### src/rtl/ppc_pkg.sv
/*
  Constants, field tables and decode helpers for the port PHY control
  register bank and its mirrored views.
  Assumes byte addresses on an 8-bit register address, 16-bit registers
  on even addresses, and byte enables where lane 1 carries bits 15:8.
*/
package ppc_pkg;

  // Register byte offsets
  localparam logic [7:0] PPC_OFF_BMC = 8'hE4;
  localparam logic [7:0] PPC_OFF_ADV = 8'hEC;
  localparam logic [7:0] PPC_OFF_LPA = 8'hEE;
  localparam logic [7:0] PPC_OFF_CTL = 8'hF6;
  localparam logic [7:0] PPC_OFF_STS = 8'hF8;

  // Stored field indices
  localparam int PPC_NF          = 15;
  localparam int PPC_F_LED_OFF   = 0;
  localparam int PPC_F_TX_DIS    = 1;
  localparam int PPC_F_MDIX_OFF  = 2;
  localparam int PPC_F_MDI_FORCE = 3;
  localparam int PPC_F_AN_EN     = 4;
  localparam int PPC_F_SPEED     = 5;
  localparam int PPC_F_DUPLEX    = 6;
  localparam int PPC_F_ADV_PAUSE = 7;
  localparam int PPC_F_ADV_100F  = 8;
  localparam int PPC_F_ADV_100H  = 9;
  localparam int PPC_F_ADV_10F   = 10;
  localparam int PPC_F_ADV_10H   = 11;

  typedef int ppc_pos_t [PPC_NF];

  // Bit position of each field in each view; -1 means absent from that view
  localparam ppc_pos_t PPC_CTL_POS = '{15, 14, 10, 9, 7, 6, 5, 4, 3, 2, 1, 0, 12, 11, 8};
  localparam ppc_pos_t PPC_BMC_POS = '{0, 1, 3, 4, 12, 13, 8, -1, -1, -1, -1, -1, -1, -1, -1};
  localparam ppc_pos_t PPC_ADV_POS = '{-1, -1, -1, -1, -1, -1, -1, 10, 8, 7, 6, 5, -1, -1, -1};

  localparam logic [14:0] PPC_FIELD_RST = 15'h0FF0;

  localparam int PPC_CTL_RESTART = 13;
  localparam int PPC_BMC_RESTART = 9;

  // Partner ability bit i sits at this position of the partner view
  localparam int PPC_ABIL_POS [5] = '{5, 6, 7, 8, 10};

  localparam logic [4:0] PPC_SELECTOR = 5'h01;
  localparam int PPC_STS_SPEED  = 10;
  localparam int PPC_STS_DUPLEX = 9;
  localparam int PPC_STS_MDI    = 7;
  localparam int PPC_STS_AN     = 6;
  localparam int PPC_STS_LINK   = 5;

  function automatic logic ppc_hit(input logic [7:0] addr, input logic [7:0] off);
    ppc_hit = (addr[7:1] == off[7:1]);
  endfunction

  function automatic logic ppc_lane(input logic [1:0] be, input int pos);
    ppc_lane = (pos >= 8) ? be[1] : be[0];
  endfunction

endpackage

### src/rtl/ppc_restart.sv
/*
  Negotiation restart request holder: a stored request bit and a one-cycle
  pulse toward the negotiation logic.
  Assumes the negotiation logic answers with an accept strobe on clk.
*/
`timescale 1ns/100ps
`default_nettype none
module ppc_restart (
  input  wire logic clk,
  input  wire logic sys_rst,
  input  wire logic clk_en,
  input  wire logic set_req,
  input  wire logic accept,
  output var  logic req,
  output var  logic pulse
);

  // A new request in the accept cycle wins, so it is never lost
  always_ff @(posedge clk or posedge sys_rst) begin
    if (sys_rst) begin
      req <= 1'b0;
    end else if (clk_en) begin
      if (set_req) begin
        req <= 1'b1;
      end else if (accept) begin
        req <= 1'b0;
      end
    end
  end

  always_ff @(posedge clk or posedge sys_rst) begin
    if (sys_rst) begin
      pulse <= 1'b0;
    end else if (clk_en) begin
      pulse <= set_req;
    end
  end

endmodule
`default_nettype wire

### src/rtl/ppc_readback.sv
/*
  Read view builder: assembles the control, basic control, advertisement,
  partner ability and status views from shared storage and PHY inputs and selects one.
  Assumes all inputs are on the register clock.
*/
`timescale 1ns/100ps
`default_nettype none
module ppc_readback
  import ppc_pkg::*;
(
  input  wire logic [7:0]  addr,
  input  wire logic [14:0] fields,
  input  wire logic        restart_req,
  input  wire logic [4:0]  partner,
  input  wire logic        speed_100,
  input  wire logic        full_duplex,
  input  wire logic        mdi_state,
  input  wire logic        an_done,
  input  wire logic        link_good,
  output logic      [15:0] rd_data
);

  logic [15:0] ctl_v;
  logic [15:0] bmc_v;
  logic [15:0] adv_v;
  logic [15:0] lpa_v;
  logic [15:0] sts_v;

  always_comb begin
    ctl_v = 16'h0000;
    bmc_v = 16'h0000;
    adv_v = {11'h000, PPC_SELECTOR};
    lpa_v = {11'h000, PPC_SELECTOR};
    sts_v = {11'h000, partner};
    for (int i = 0; i < PPC_NF; i++) begin
      ctl_v[PPC_CTL_POS[i]] = fields[i];
      if (PPC_BMC_POS[i] >= 0) begin
        bmc_v[PPC_BMC_POS[i]] = fields[i];
      end
      if (PPC_ADV_POS[i] >= 0) begin
        adv_v[PPC_ADV_POS[i]] = fields[i];
      end
    end
    ctl_v[PPC_CTL_RESTART] = restart_req;
    bmc_v[PPC_BMC_RESTART] = restart_req;
    for (int j = 0; j < 5; j++) begin
      lpa_v[PPC_ABIL_POS[j]] = partner[j];
    end
    sts_v[PPC_STS_SPEED]  = speed_100;
    sts_v[PPC_STS_DUPLEX] = full_duplex;
    sts_v[PPC_STS_MDI]    = mdi_state;
    sts_v[PPC_STS_AN]     = an_done;
    sts_v[PPC_STS_LINK]   = link_good;
    if (ppc_hit(addr, PPC_OFF_CTL)) begin
      rd_data = ctl_v;
    end else if (ppc_hit(addr, PPC_OFF_BMC)) begin
      rd_data = bmc_v;
    end else if (ppc_hit(addr, PPC_OFF_ADV)) begin
      rd_data = adv_v;
    end else if (ppc_hit(addr, PPC_OFF_LPA)) begin
      rd_data = lpa_v;
    end else if (ppc_hit(addr, PPC_OFF_STS)) begin
      rd_data = sts_v;
    end else begin
      rd_data = 16'h0000;
    end
  end

endmodule
`default_nettype wire

### src/rtl/ppc_ctrl.sv
/*
  Port PHY control register bank. One set of flops is shared by the port
  control view and its mirrors in the PHY basic control and advertisement
  views, and drives the PHY control outputs and the port LED pins.
  Assumes a simple register port on clk (address, read and write strobes,
  byte enables) and PHY status and LED logic on the same clock.
*/
`timescale 1ns/100ps
`default_nettype none

// Summary of operation
// - Control bit 15 set drives all four port LED pins high.
// - Control bit 14 set disables the port transmitter.
// - Writing one to bit 13 restarts auto-negotiation.
// - Bit 10 set disables automatic crossover; reset value zero keeps it on.
// - With crossover off, bit 9 one forces MDI, zero forces MDI-X.
// - Bit 7 enables negotiation, resets one; cleared, bits 6 and 5 decide.
// - Bit 6 forces 100BT when one, 10BT when zero; resets to one.
// - Bit 5 forces full or half duplex, also on failed negotiation; resets one.
// - Bit 4 advertises pause ability; resets to one.
// - Bit 3 advertises 100BT full duplex; resets to one.
// - Bit 2 advertises 100BT half duplex; resets to one.
// - Bit 1 advertises 10BT full duplex; resets to one.
// - Bit 0 advertises 10BT half duplex; resets to one.
// - Control bits 15, 14, 13, 10, 9, 7, 6 and 5 share storage with the PHY basic control register fields.
// - Advertisement bits share storage with the advertisement register; both views update.
// - Bits 12, 11 and 8 are reserved and reset to zero.
// - Status view reports partner abilities and resolved speed and duplex.
module ppc_ctrl
  import ppc_pkg::*;
(
  input  wire logic        clk,
  input  wire logic        sys_rst,
  input  wire logic        clk_en,
  input  wire logic [7:0]  reg_addr,
  input  wire logic        reg_wr,
  input  wire logic        reg_rd,
  input  wire logic [1:0]  reg_be,
  input  wire logic [15:0] reg_wdata,
  output logic      [15:0] reg_rdata,
  output logic             reg_rvalid,
  input  wire logic [3:0]  led_drive,
  output logic             port_led_zero,
  output logic             port_led_one,
  output logic             port_led_two,
  output logic             port_led_three,
  input  wire logic        an_restart_ack,
  input  wire logic [4:0]  partner_ability,
  input  wire logic        link_speed_100,
  input  wire logic        link_full_duplex,
  input  wire logic        mdi_status,
  input  wire logic        an_done,
  input  wire logic        link_good,
  output logic             tx_disable,
  output logic             an_restart_pulse,
  output logic             auto_mdix_disable,
  output logic             force_mdi,
  output logic             an_enable,
  output logic             force_speed_100,
  output logic             force_full_duplex,
  output logic             adv_pause,
  output logic             adv_100_full,
  output logic             adv_100_half,
  output logic             adv_10_full,
  output logic             adv_10_half
);

  logic [14:0] fields;
  logic        wr_ctl;
  logic        wr_bmc;
  logic        wr_adv;
  logic        restart_set;
  logic        restart_req;
  logic [15:0] next_rdata;
  logic [3:0]  led_q;

  assign wr_ctl = reg_wr && ppc_hit(reg_addr, PPC_OFF_CTL);
  assign wr_bmc = reg_wr && ppc_hit(reg_addr, PPC_OFF_BMC);
  assign wr_adv = reg_wr && ppc_hit(reg_addr, PPC_OFF_ADV);

  // One flop per field; every view that carries the field writes the same flop
  for (genvar i = 0; i < PPC_NF; i++) begin : g_field
    logic wr_b;
    logic wr_a;
    logic val_b;
    logic val_a;
    if (PPC_BMC_POS[i] >= 0) begin : g_b
      assign wr_b  = wr_bmc && ppc_lane(reg_be, PPC_BMC_POS[i]);
      assign val_b = reg_wdata[PPC_BMC_POS[i]];
    end else begin : g_nb
      assign wr_b  = 1'b0;
      assign val_b = 1'b0;
    end
    if (PPC_ADV_POS[i] >= 0) begin : g_a
      assign wr_a  = wr_adv && ppc_lane(reg_be, PPC_ADV_POS[i]);
      assign val_a = reg_wdata[PPC_ADV_POS[i]];
    end else begin : g_na
      assign wr_a  = 1'b0;
      assign val_a = 1'b0;
    end
    always_ff @(posedge clk or posedge sys_rst) begin
      if (sys_rst) begin
        fields[i] <= PPC_FIELD_RST[i];
      end else if (clk_en) begin
        if (wr_ctl && ppc_lane(reg_be, PPC_CTL_POS[i])) begin
          fields[i] <= reg_wdata[PPC_CTL_POS[i]];
        end else if (wr_b) begin
          fields[i] <= val_b;
        end else if (wr_a) begin
          fields[i] <= val_a;
        end
      end
    end
  end

  // Only a written one requests a restart; writing zero is a no-op
  assign restart_set = (wr_ctl && reg_be[1] && reg_wdata[PPC_CTL_RESTART])
                    || (wr_bmc && reg_be[1] && reg_wdata[PPC_BMC_RESTART]);

  ppc_restart u_restart (
    .clk     (clk),
    .sys_rst (sys_rst),
    .clk_en  (clk_en),
    .set_req (restart_set),
    .accept  (an_restart_ack),
    .req     (restart_req),
    .pulse   (an_restart_pulse)
  );

  ppc_readback u_readback (
    .addr        (reg_addr),
    .fields      (fields),
    .restart_req (restart_req),
    .partner     (partner_ability),
    .speed_100   (link_speed_100),
    .full_duplex (link_full_duplex),
    .mdi_state   (mdi_status),
    .an_done     (an_done),
    .link_good   (link_good),
    .rd_data     (next_rdata)
  );

  // Read data is captured one cycle after the strobe; unmapped reads give zero
  always_ff @(posedge clk or posedge sys_rst) begin
    if (sys_rst) begin
      reg_rdata  <= 16'h0000;
      reg_rvalid <= 1'b0;
    end else if (clk_en) begin
      reg_rvalid <= reg_rd;
      if (reg_rd) begin
        reg_rdata <= next_rdata;
      end
    end
  end

  // Blanking forces the pins high, which is the LED off level
  for (genvar k = 0; k < 4; k++) begin : g_led
    always_ff @(posedge clk or posedge sys_rst) begin
      if (sys_rst) begin
        led_q[k] <= 1'b1;
      end else if (clk_en) begin
        led_q[k] <= fields[PPC_F_LED_OFF] | led_drive[k];
      end
    end
  end

  assign port_led_zero  = led_q[0];
  assign port_led_one   = led_q[1];
  assign port_led_two   = led_q[2];
  assign port_led_three = led_q[3];

  assign tx_disable        = fields[PPC_F_TX_DIS];
  assign auto_mdix_disable = fields[PPC_F_MDIX_OFF];
  assign force_mdi         = fields[PPC_F_MDI_FORCE];
  assign an_enable         = fields[PPC_F_AN_EN];
  assign force_speed_100   = fields[PPC_F_SPEED];
  assign force_full_duplex = fields[PPC_F_DUPLEX];
  assign adv_pause         = fields[PPC_F_ADV_PAUSE];
  assign adv_100_full      = fields[PPC_F_ADV_100F];
  assign adv_100_half      = fields[PPC_F_ADV_100H];
  assign adv_10_full       = fields[PPC_F_ADV_10F];
  assign adv_10_half       = fields[PPC_F_ADV_10H];

  property p_led_blank;
    @(posedge clk) disable iff (sys_rst)
    clk_en && fields[PPC_F_LED_OFF] |=> led_q == 4'hF;
  endproperty
  a_led_blank: assert property (p_led_blank) else $error("LEDs not blanked");

  property p_led_pass;
    @(posedge clk) disable iff (sys_rst)
    clk_en && !fields[PPC_F_LED_OFF] |=> led_q == $past(led_drive);
  endproperty
  a_led_pass: assert property (p_led_pass) else $error("LED drive lost");

  property p_txdis_wr;
    @(posedge clk) disable iff (sys_rst)
    clk_en && wr_ctl && reg_be[1] |=> tx_disable == $past(reg_wdata[14]);
  endproperty
  a_txdis_wr: assert property (p_txdis_wr) else $error("tx disable not written");

  property p_mdix_wr;
    @(posedge clk) disable iff (sys_rst)
    clk_en && wr_ctl && reg_be[1] |=> auto_mdix_disable == $past(reg_wdata[10]);
  endproperty
  a_mdix_wr: assert property (p_mdix_wr) else $error("crossover disable not written");

  property p_mdi_wr;
    @(posedge clk) disable iff (sys_rst)
    clk_en && wr_ctl && reg_be[1] |=> force_mdi == $past(reg_wdata[9]);
  endproperty
  a_mdi_wr: assert property (p_mdi_wr) else $error("forced wiring not written");

  property p_an_wr;
    @(posedge clk) disable iff (sys_rst)
    clk_en && wr_ctl && reg_be[0] |=> an_enable == $past(reg_wdata[7]);
  endproperty
  a_an_wr: assert property (p_an_wr) else $error("negotiation enable not written");

  property p_speed_wr;
    @(posedge clk) disable iff (sys_rst)
    clk_en && wr_ctl && reg_be[0] |=> force_speed_100 == $past(reg_wdata[6]);
  endproperty
  a_speed_wr: assert property (p_speed_wr) else $error("forced speed not written");

  property p_duplex_wr;
    @(posedge clk) disable iff (sys_rst)
    clk_en && wr_ctl && reg_be[0] |=> force_full_duplex == $past(reg_wdata[5]);
  endproperty
  a_duplex_wr: assert property (p_duplex_wr) else $error("forced duplex not written");

  property p_pause_wr;
    @(posedge clk) disable iff (sys_rst)
    clk_en && wr_ctl && reg_be[0] |=> adv_pause == $past(reg_wdata[4]);
  endproperty
  a_pause_wr: assert property (p_pause_wr) else $error("pause advert not written");

  property p_a100f_wr;
    @(posedge clk) disable iff (sys_rst)
    clk_en && wr_ctl && reg_be[0] |=> adv_100_full == $past(reg_wdata[3]);
  endproperty
  a_a100f_wr: assert property (p_a100f_wr) else $error("100 full advert not written");

  property p_a100h_wr;
    @(posedge clk) disable iff (sys_rst)
    clk_en && wr_ctl && reg_be[0] |=> adv_100_half == $past(reg_wdata[2]);
  endproperty
  a_a100h_wr: assert property (p_a100h_wr) else $error("100 half advert not written");

  property p_a10f_wr;
    @(posedge clk) disable iff (sys_rst)
    clk_en && wr_ctl && reg_be[0] |=> adv_10_full == $past(reg_wdata[1]);
  endproperty
  a_a10f_wr: assert property (p_a10f_wr) else $error("10 full advert not written");

  property p_a10h_wr;
    @(posedge clk) disable iff (sys_rst)
    clk_en && wr_ctl && reg_be[0] |=> adv_10_half == $past(reg_wdata[0]);
  endproperty
  a_a10h_wr: assert property (p_a10h_wr) else $error("10 half advert not written");

  property p_restart_pulse;
    @(posedge clk) disable iff (sys_rst)
    clk_en && restart_set |=> an_restart_pulse && restart_req;
  endproperty
  a_restart_pulse: assert property (p_restart_pulse) else $error("no restart");

  property p_restart_once;
    @(posedge clk) disable iff (sys_rst)
    clk_en && an_restart_pulse && !restart_set |=> !an_restart_pulse;
  endproperty
  a_restart_once: assert property (p_restart_once) else $error("pulse too long");

  property p_restart_clear;
    @(posedge clk) disable iff (sys_rst)
    clk_en && restart_req && an_restart_ack && !restart_set |=> !restart_req;
  endproperty
  a_restart_clear: assert property (p_restart_clear) else $error("restart not cleared");

  property p_bmc_mirror;
    @(posedge clk) disable iff (sys_rst)
    clk_en && wr_bmc && reg_be == 2'h3
    |=> {an_enable, force_speed_100, force_full_duplex, force_mdi, auto_mdix_disable}
        == $past({reg_wdata[12], reg_wdata[13], reg_wdata[8], reg_wdata[4], reg_wdata[3]});
  endproperty
  a_bmc_mirror: assert property (p_bmc_mirror) else $error("basic view mismatch");

  property p_adv_mirror;
    @(posedge clk) disable iff (sys_rst)
    clk_en && wr_adv && reg_be == 2'h3
    |=> {adv_pause, adv_100_full, adv_100_half, adv_10_full, adv_10_half}
        == $past({reg_wdata[10], reg_wdata[8:5]});
  endproperty
  a_adv_mirror: assert property (p_adv_mirror) else $error("advert view mismatch");

  property p_ctl_read;
    @(posedge clk) disable iff (sys_rst)
    clk_en && reg_rd && ppc_hit(reg_addr, PPC_OFF_CTL) && !reg_wr
    |=> reg_rvalid && reg_rdata[7:0] == $past({an_enable, force_speed_100,
        force_full_duplex, adv_pause, adv_100_full, adv_100_half, adv_10_full, adv_10_half});
  endproperty
  a_ctl_read: assert property (p_ctl_read) else $error("control readback wrong");

  property p_sts_read;
    @(posedge clk) disable iff (sys_rst)
    clk_en && reg_rd && ppc_hit(reg_addr, PPC_OFF_STS)
    |=> reg_rdata[4:0] == $past(partner_ability)
        && reg_rdata[10:9] == $past({link_speed_100, link_full_duplex});
  endproperty
  a_sts_read: assert property (p_sts_read) else $error("status readback wrong");

endmodule
`default_nettype wire

### config.mk
export PLATFORM = sky130hd
export DESIGN_NAME = ppc_ctrl
export DESIGN_NICKNAME = d
export VERILOG_FILES = /design/src/rtl/ppc_pkg.sv /design/src/rtl/ppc_restart.sv /design/src/rtl/ppc_readback.sv /design/src/rtl/ppc_ctrl.sv
export SDC_FILE = /design/constraint.sdc
export NUM_CORES = 1
export LEC_CHECK = 0
export BUFFER_PORTS_ARGS = -buffer_cell sky130_fd_sc_hd__buf_4
export CAP_MARGIN = 10
export CORE_UTILIZATION = 49
export CTS_CLUSTER_SIZE = 30
export DETAILED_ROUTE_END_ITERATION = 8
export GPL_ROUTABILITY_DRIVEN = 0
export GPL_TIMING_DRIVEN = 0
export HOLD_SLACK_MARGIN = 0.12
export PLACE_DENSITY_LB_ADDON = 0.05
export SYNTH_ARGS = -nofsm -noshare
export SYNTH_HDL_FRONTEND = slang
export SYNTH_HIERARCHICAL = 1
export SYNTH_SLANG_ARGS = --single-unit
### constraint.sdc
create_clock -name clk -period 1.56 [get_ports clk]
set_input_delay 0.39 -clock clk [delete_from_list [all_inputs] [get_ports clk]]
set_output_delay 0.39 -clock clk [all_outputs]
set_load 0.03 [all_outputs]
==> flow_metrics.env <==
export IMPL_area_growth_pct=38.1
export IMPL_max_stage_delay_ns=0.37
export IMPL_layout_common_cells="buf_4 (85), dfrtp_1 (26), nand2_1 (20)"
export IMPL_dpl_hpwl_mm=4.36
export IMPL_cp_arrival_ns=1.68
export IMPL_wirelength_mm=5.68
export IMPL_synth_edff_count=0
export IMPL_finClkSkew_ns=0.00683
export IMPL_fin_ws_ns=0.0569
export IMPL_clock_root_buffer="clkbuf_8"
export IMPL_core_area_um2=4090
export IMPL_final_common_cell="buf_4"
export IMPL_route_detailed_drc=0
export IMPL_die_w_um=68.2
export IMPL_synth_main_ff_cell="dfrtp_1"
export IMPL_finalCriticalPeriod_ns=1.50
export IMPL_end_kind="flip-flop"
export IMPL_critPathLaunchType="input pin"
export IMPL_seq_area_frac_synth=0.450
export IMPL_setup_viol=0
export IMPL_grt_start_max_net_pins=23
export IMPL_tightest_slew_ns=0.668
export IMPL_cts_buffers=5
export IMPL_ios=79
export IMPL_leakage_nw=1.37
export IMPL_wl_per_cell_um=16.6
export IMPL_grt_pass1_wl_mm=8.87
export IMPL_htree_levels=2
export IMPL_largest_reg_flops=16
export IMPL_ys_warn_count=6
export IMPL_rrSetupSlack_ns=0.19
export IMPL_relSlewSlack=0.554
export IMPL_p_total_mw=2.24
export IMPL_status="finished clean"
export IMPL_comb_power_share=0.198
export IMPL_rr_endpoint="reg_rdata[0]$_DFFE_PP0P_"
export IMPL_drt_iter0_drc=138
export IMPL_ys_ff_latch=38
export IMPL_seqPwrFrac=0.486
export IMPL_crit_chain="buf_4 > and4b_2 > and2b_1 > a222oi_1 > inv_1 > mux2_2"
export IMPL_hp_start="led_drive[3]"
export IMPL_rr_worst_depth=4
export IMPL_grt_pass1_vias=1849
export IMPL_start_util=0.525
export IMPL_fin_crit_sh=0.964
export IMPL_path_class="input pin to flip-flop"
export IMPL_netlist_area_um2=2140
export IMPL_cp_required_ns=1.74
export IMPL_rr_startpoint="fields[0]$_DFFE_PP0P_"
export IMPL_rsz0062_at_grt="false"
export IMPL_drive_above_1_share=0.505
export IMPL_syn_nets=245
export IMPL_antenna_found_initial=0
export IMPL_worstSkewPairLatency_ns=0.29
export IMPL_powerDensity_nw_per_um2=755
export IMPL_cts_tree="yes"
export IMPL_via_per_inst=5.87
export IMPL_hold_path_class="input pin to flip-flop"
export IMPL_rows=23
export IMPL_die_area_um2=4650
export IMPL_largest_register="reg_rdata"
export IMPL_synthCells=199
export IMPL_die_h_um=68.2
export IMPL_clock_path_buffers=2
export IMPL_cts_sinks=38
export IMPL_drv_cap=0
export IMPL_slew_violations=0
export IMPL_synth_distinct_cells=52
export IMPL_crit_path_start="reg_addr[4]"
export IMPL_insertedDiodeCount=0
export IMPL_p_int_mw=1.60
export IMPL_crit_fanout=14
export IMPL_overflow=0
export IMPL_min_path_cells=2
export IMPL_drtPass1Iterations=5
export IMPL_p_sw_frac=0.283
export IMPL_hold_viol_final=0
export IMPL_grt_usage=0.261
export IMPL_crit_slowest_cell="a222oi_1"
export IMPL_ant_nets=0
export IMPL_top_regs="reg_rdata x16, fields x4"
export IMPL_async_reset_ff_frac=1.00
export IMPL_pre_cts_ws_ns=-0.318
export IMPL_vdd_ir_drop_max_uv=521
export IMPL_timing_fmax_mhz=665
export IMPL_io_buffers=77
export IMPL_clkPwrFrac=0.316
export IMPL_clk_pin_slew_worst_paths_ns=0.08
export IMPL_power_switching_uw=633
export IMPL_avgSynthCellArea_um2=10.8
export IMPL_hold_end="port_led_three$_DFFE_PP1P_"
export IMPL_layout_nets=336
export IMPL_num_vias=2003
-- power by group through the flow --
stage          combinational [mW]  clock (mW)  sequential, mW
4_1_cts                     0.439       0.726            1.09
5_1_grt                     0.476       0.765            1.09
6_report                    0.443       0.706            1.09
3_5_place_dp                0.436           0            1.11
3_3_place_gp                0.422           0            1.10
2_1_floorplan               0.149           0            1.16
-- per-stage QoR --
stage / hold WS (ns) / setup TNS [ns] / instance area [um2] / util / cells
floorplan: 0.131 / 0 / 2140 / - / 199
global placement: 0.259 / -8.15 / 2790 / 0.682 / 326
detailed placement: 0.268 / -4.82 / 2810 / 0.688 / 327
CTS: 0.315 / 0 / 2920 / 0.715 / 336
global route: 0.320 / 0 / 2960 / 0.725 / 341
finish: 0.322 / 0 / 2960 / 0.725 / 341
-- critical path, delay by kind of cell --
family | cells | cell delay, ns
AO/OA/AOI/OAI | 1 | 0.37
buffers and inverters | 2 | 0.23
multiplexers | 1 | 0.26
AND/OR/NAND/NOR | 2 | 0.44
-- cells in the mapped netlist, types with 2 or more instances --
master / number / area [um2]
nor4b_1: 2 / 17.5
and2_1: 3 / 18.8
nor4_2: 2 / 25.0
nand3_1: 2 / 10.0
nor2_1: 9 / 33.8
buf_2: 3 / 15.0
a211oi_2: 2 / 25.0
o21ai_0: 2 / 10.0
nor2b_1: 2 / 12.5
a2bb2oi_1: 10 / 87.6
nand4_1: 4 / 25.0
nand2b_1: 4 / 25.0
dfrtp_1: 26 / 651
o22a_1: 4 / 35.0
buf_4: 3 / 22.5
inv_1: 5 / 18.8
mux2_2: 19 / 214
nor3b_1: 2 / 15.0
nand2_2: 2 / 12.5
o21ai_1: 4 / 20.0
o21a_1: 2 / 15.0
o22ai_1: 10 / 62.6
dfstp_2: 12 / 315
a22oi_1: 9 / 67.6
a32oi_1: 2 / 17.5
a21oi_1: 7 / 35.0
nand2_1: 21 / 78.8
nor4_1: 2 / 12.5
-- per-layer routing --
metal	up-vias	global-route usage	wire length [um]
met4	0	0.0807	53
met3	7	0.0517	396
met5	-	0	0
li1	951	-	-
met2	86	0.426	2760
met1	959	0.345	2470
-- kinds of logic after synthesis --
| group | after synthesis | synth area share |
|---|---|---|
| simple gates | 71 | 0.215 |
| compound gates | 58 | 0.199 |
| flops | 38 | 0.450 |
| mux | 20 | 0.107 |
| buf+inv | 12 | 0.0286 |
-- how the worst max path moves through the flow --
stage                                   to  slack, ns  cells past startpoint
2_1_floorplan     reg_rdata[2]$_DFFE_PP0P_       0.01                      3
3_3_place_gp   u_restart/pulse$_DFFE_PP0P_      -0.28                      6
3_5_place_dp   u_restart/pulse$_DFFE_PP0P_      -0.32                      6
4_1_cts           reg_rdata[9]$_DFFE_PP0P_       0.06                      6
5_1_grt           reg_rdata[9]$_DFFE_PP0P_      0.002                      8
6_report          reg_rdata[9]$_DFFE_PP0P_       0.06                      6
-- final cells by class --
cell class	count	area, um2
plain buffers	7	42.5
clock buffers	6	82.6
clock inverters	2	12.5
fillers	329	1120
inverters	5	18.8
multi-input cells	149	1120
flip-flops and latches	38	966
well taps	50	62.6
repair buffers	84	653
-- what timing repair did --
item,4_1_cts,5_1_grt
endpoints found under the hold margin,2,0
gates resized for setup,1,2
setup buffers,0,5
hold buffers,1,0
endpoints found under the setup margin,2,3
pin swaps,0,3
(Power assumes the default switching activity.)
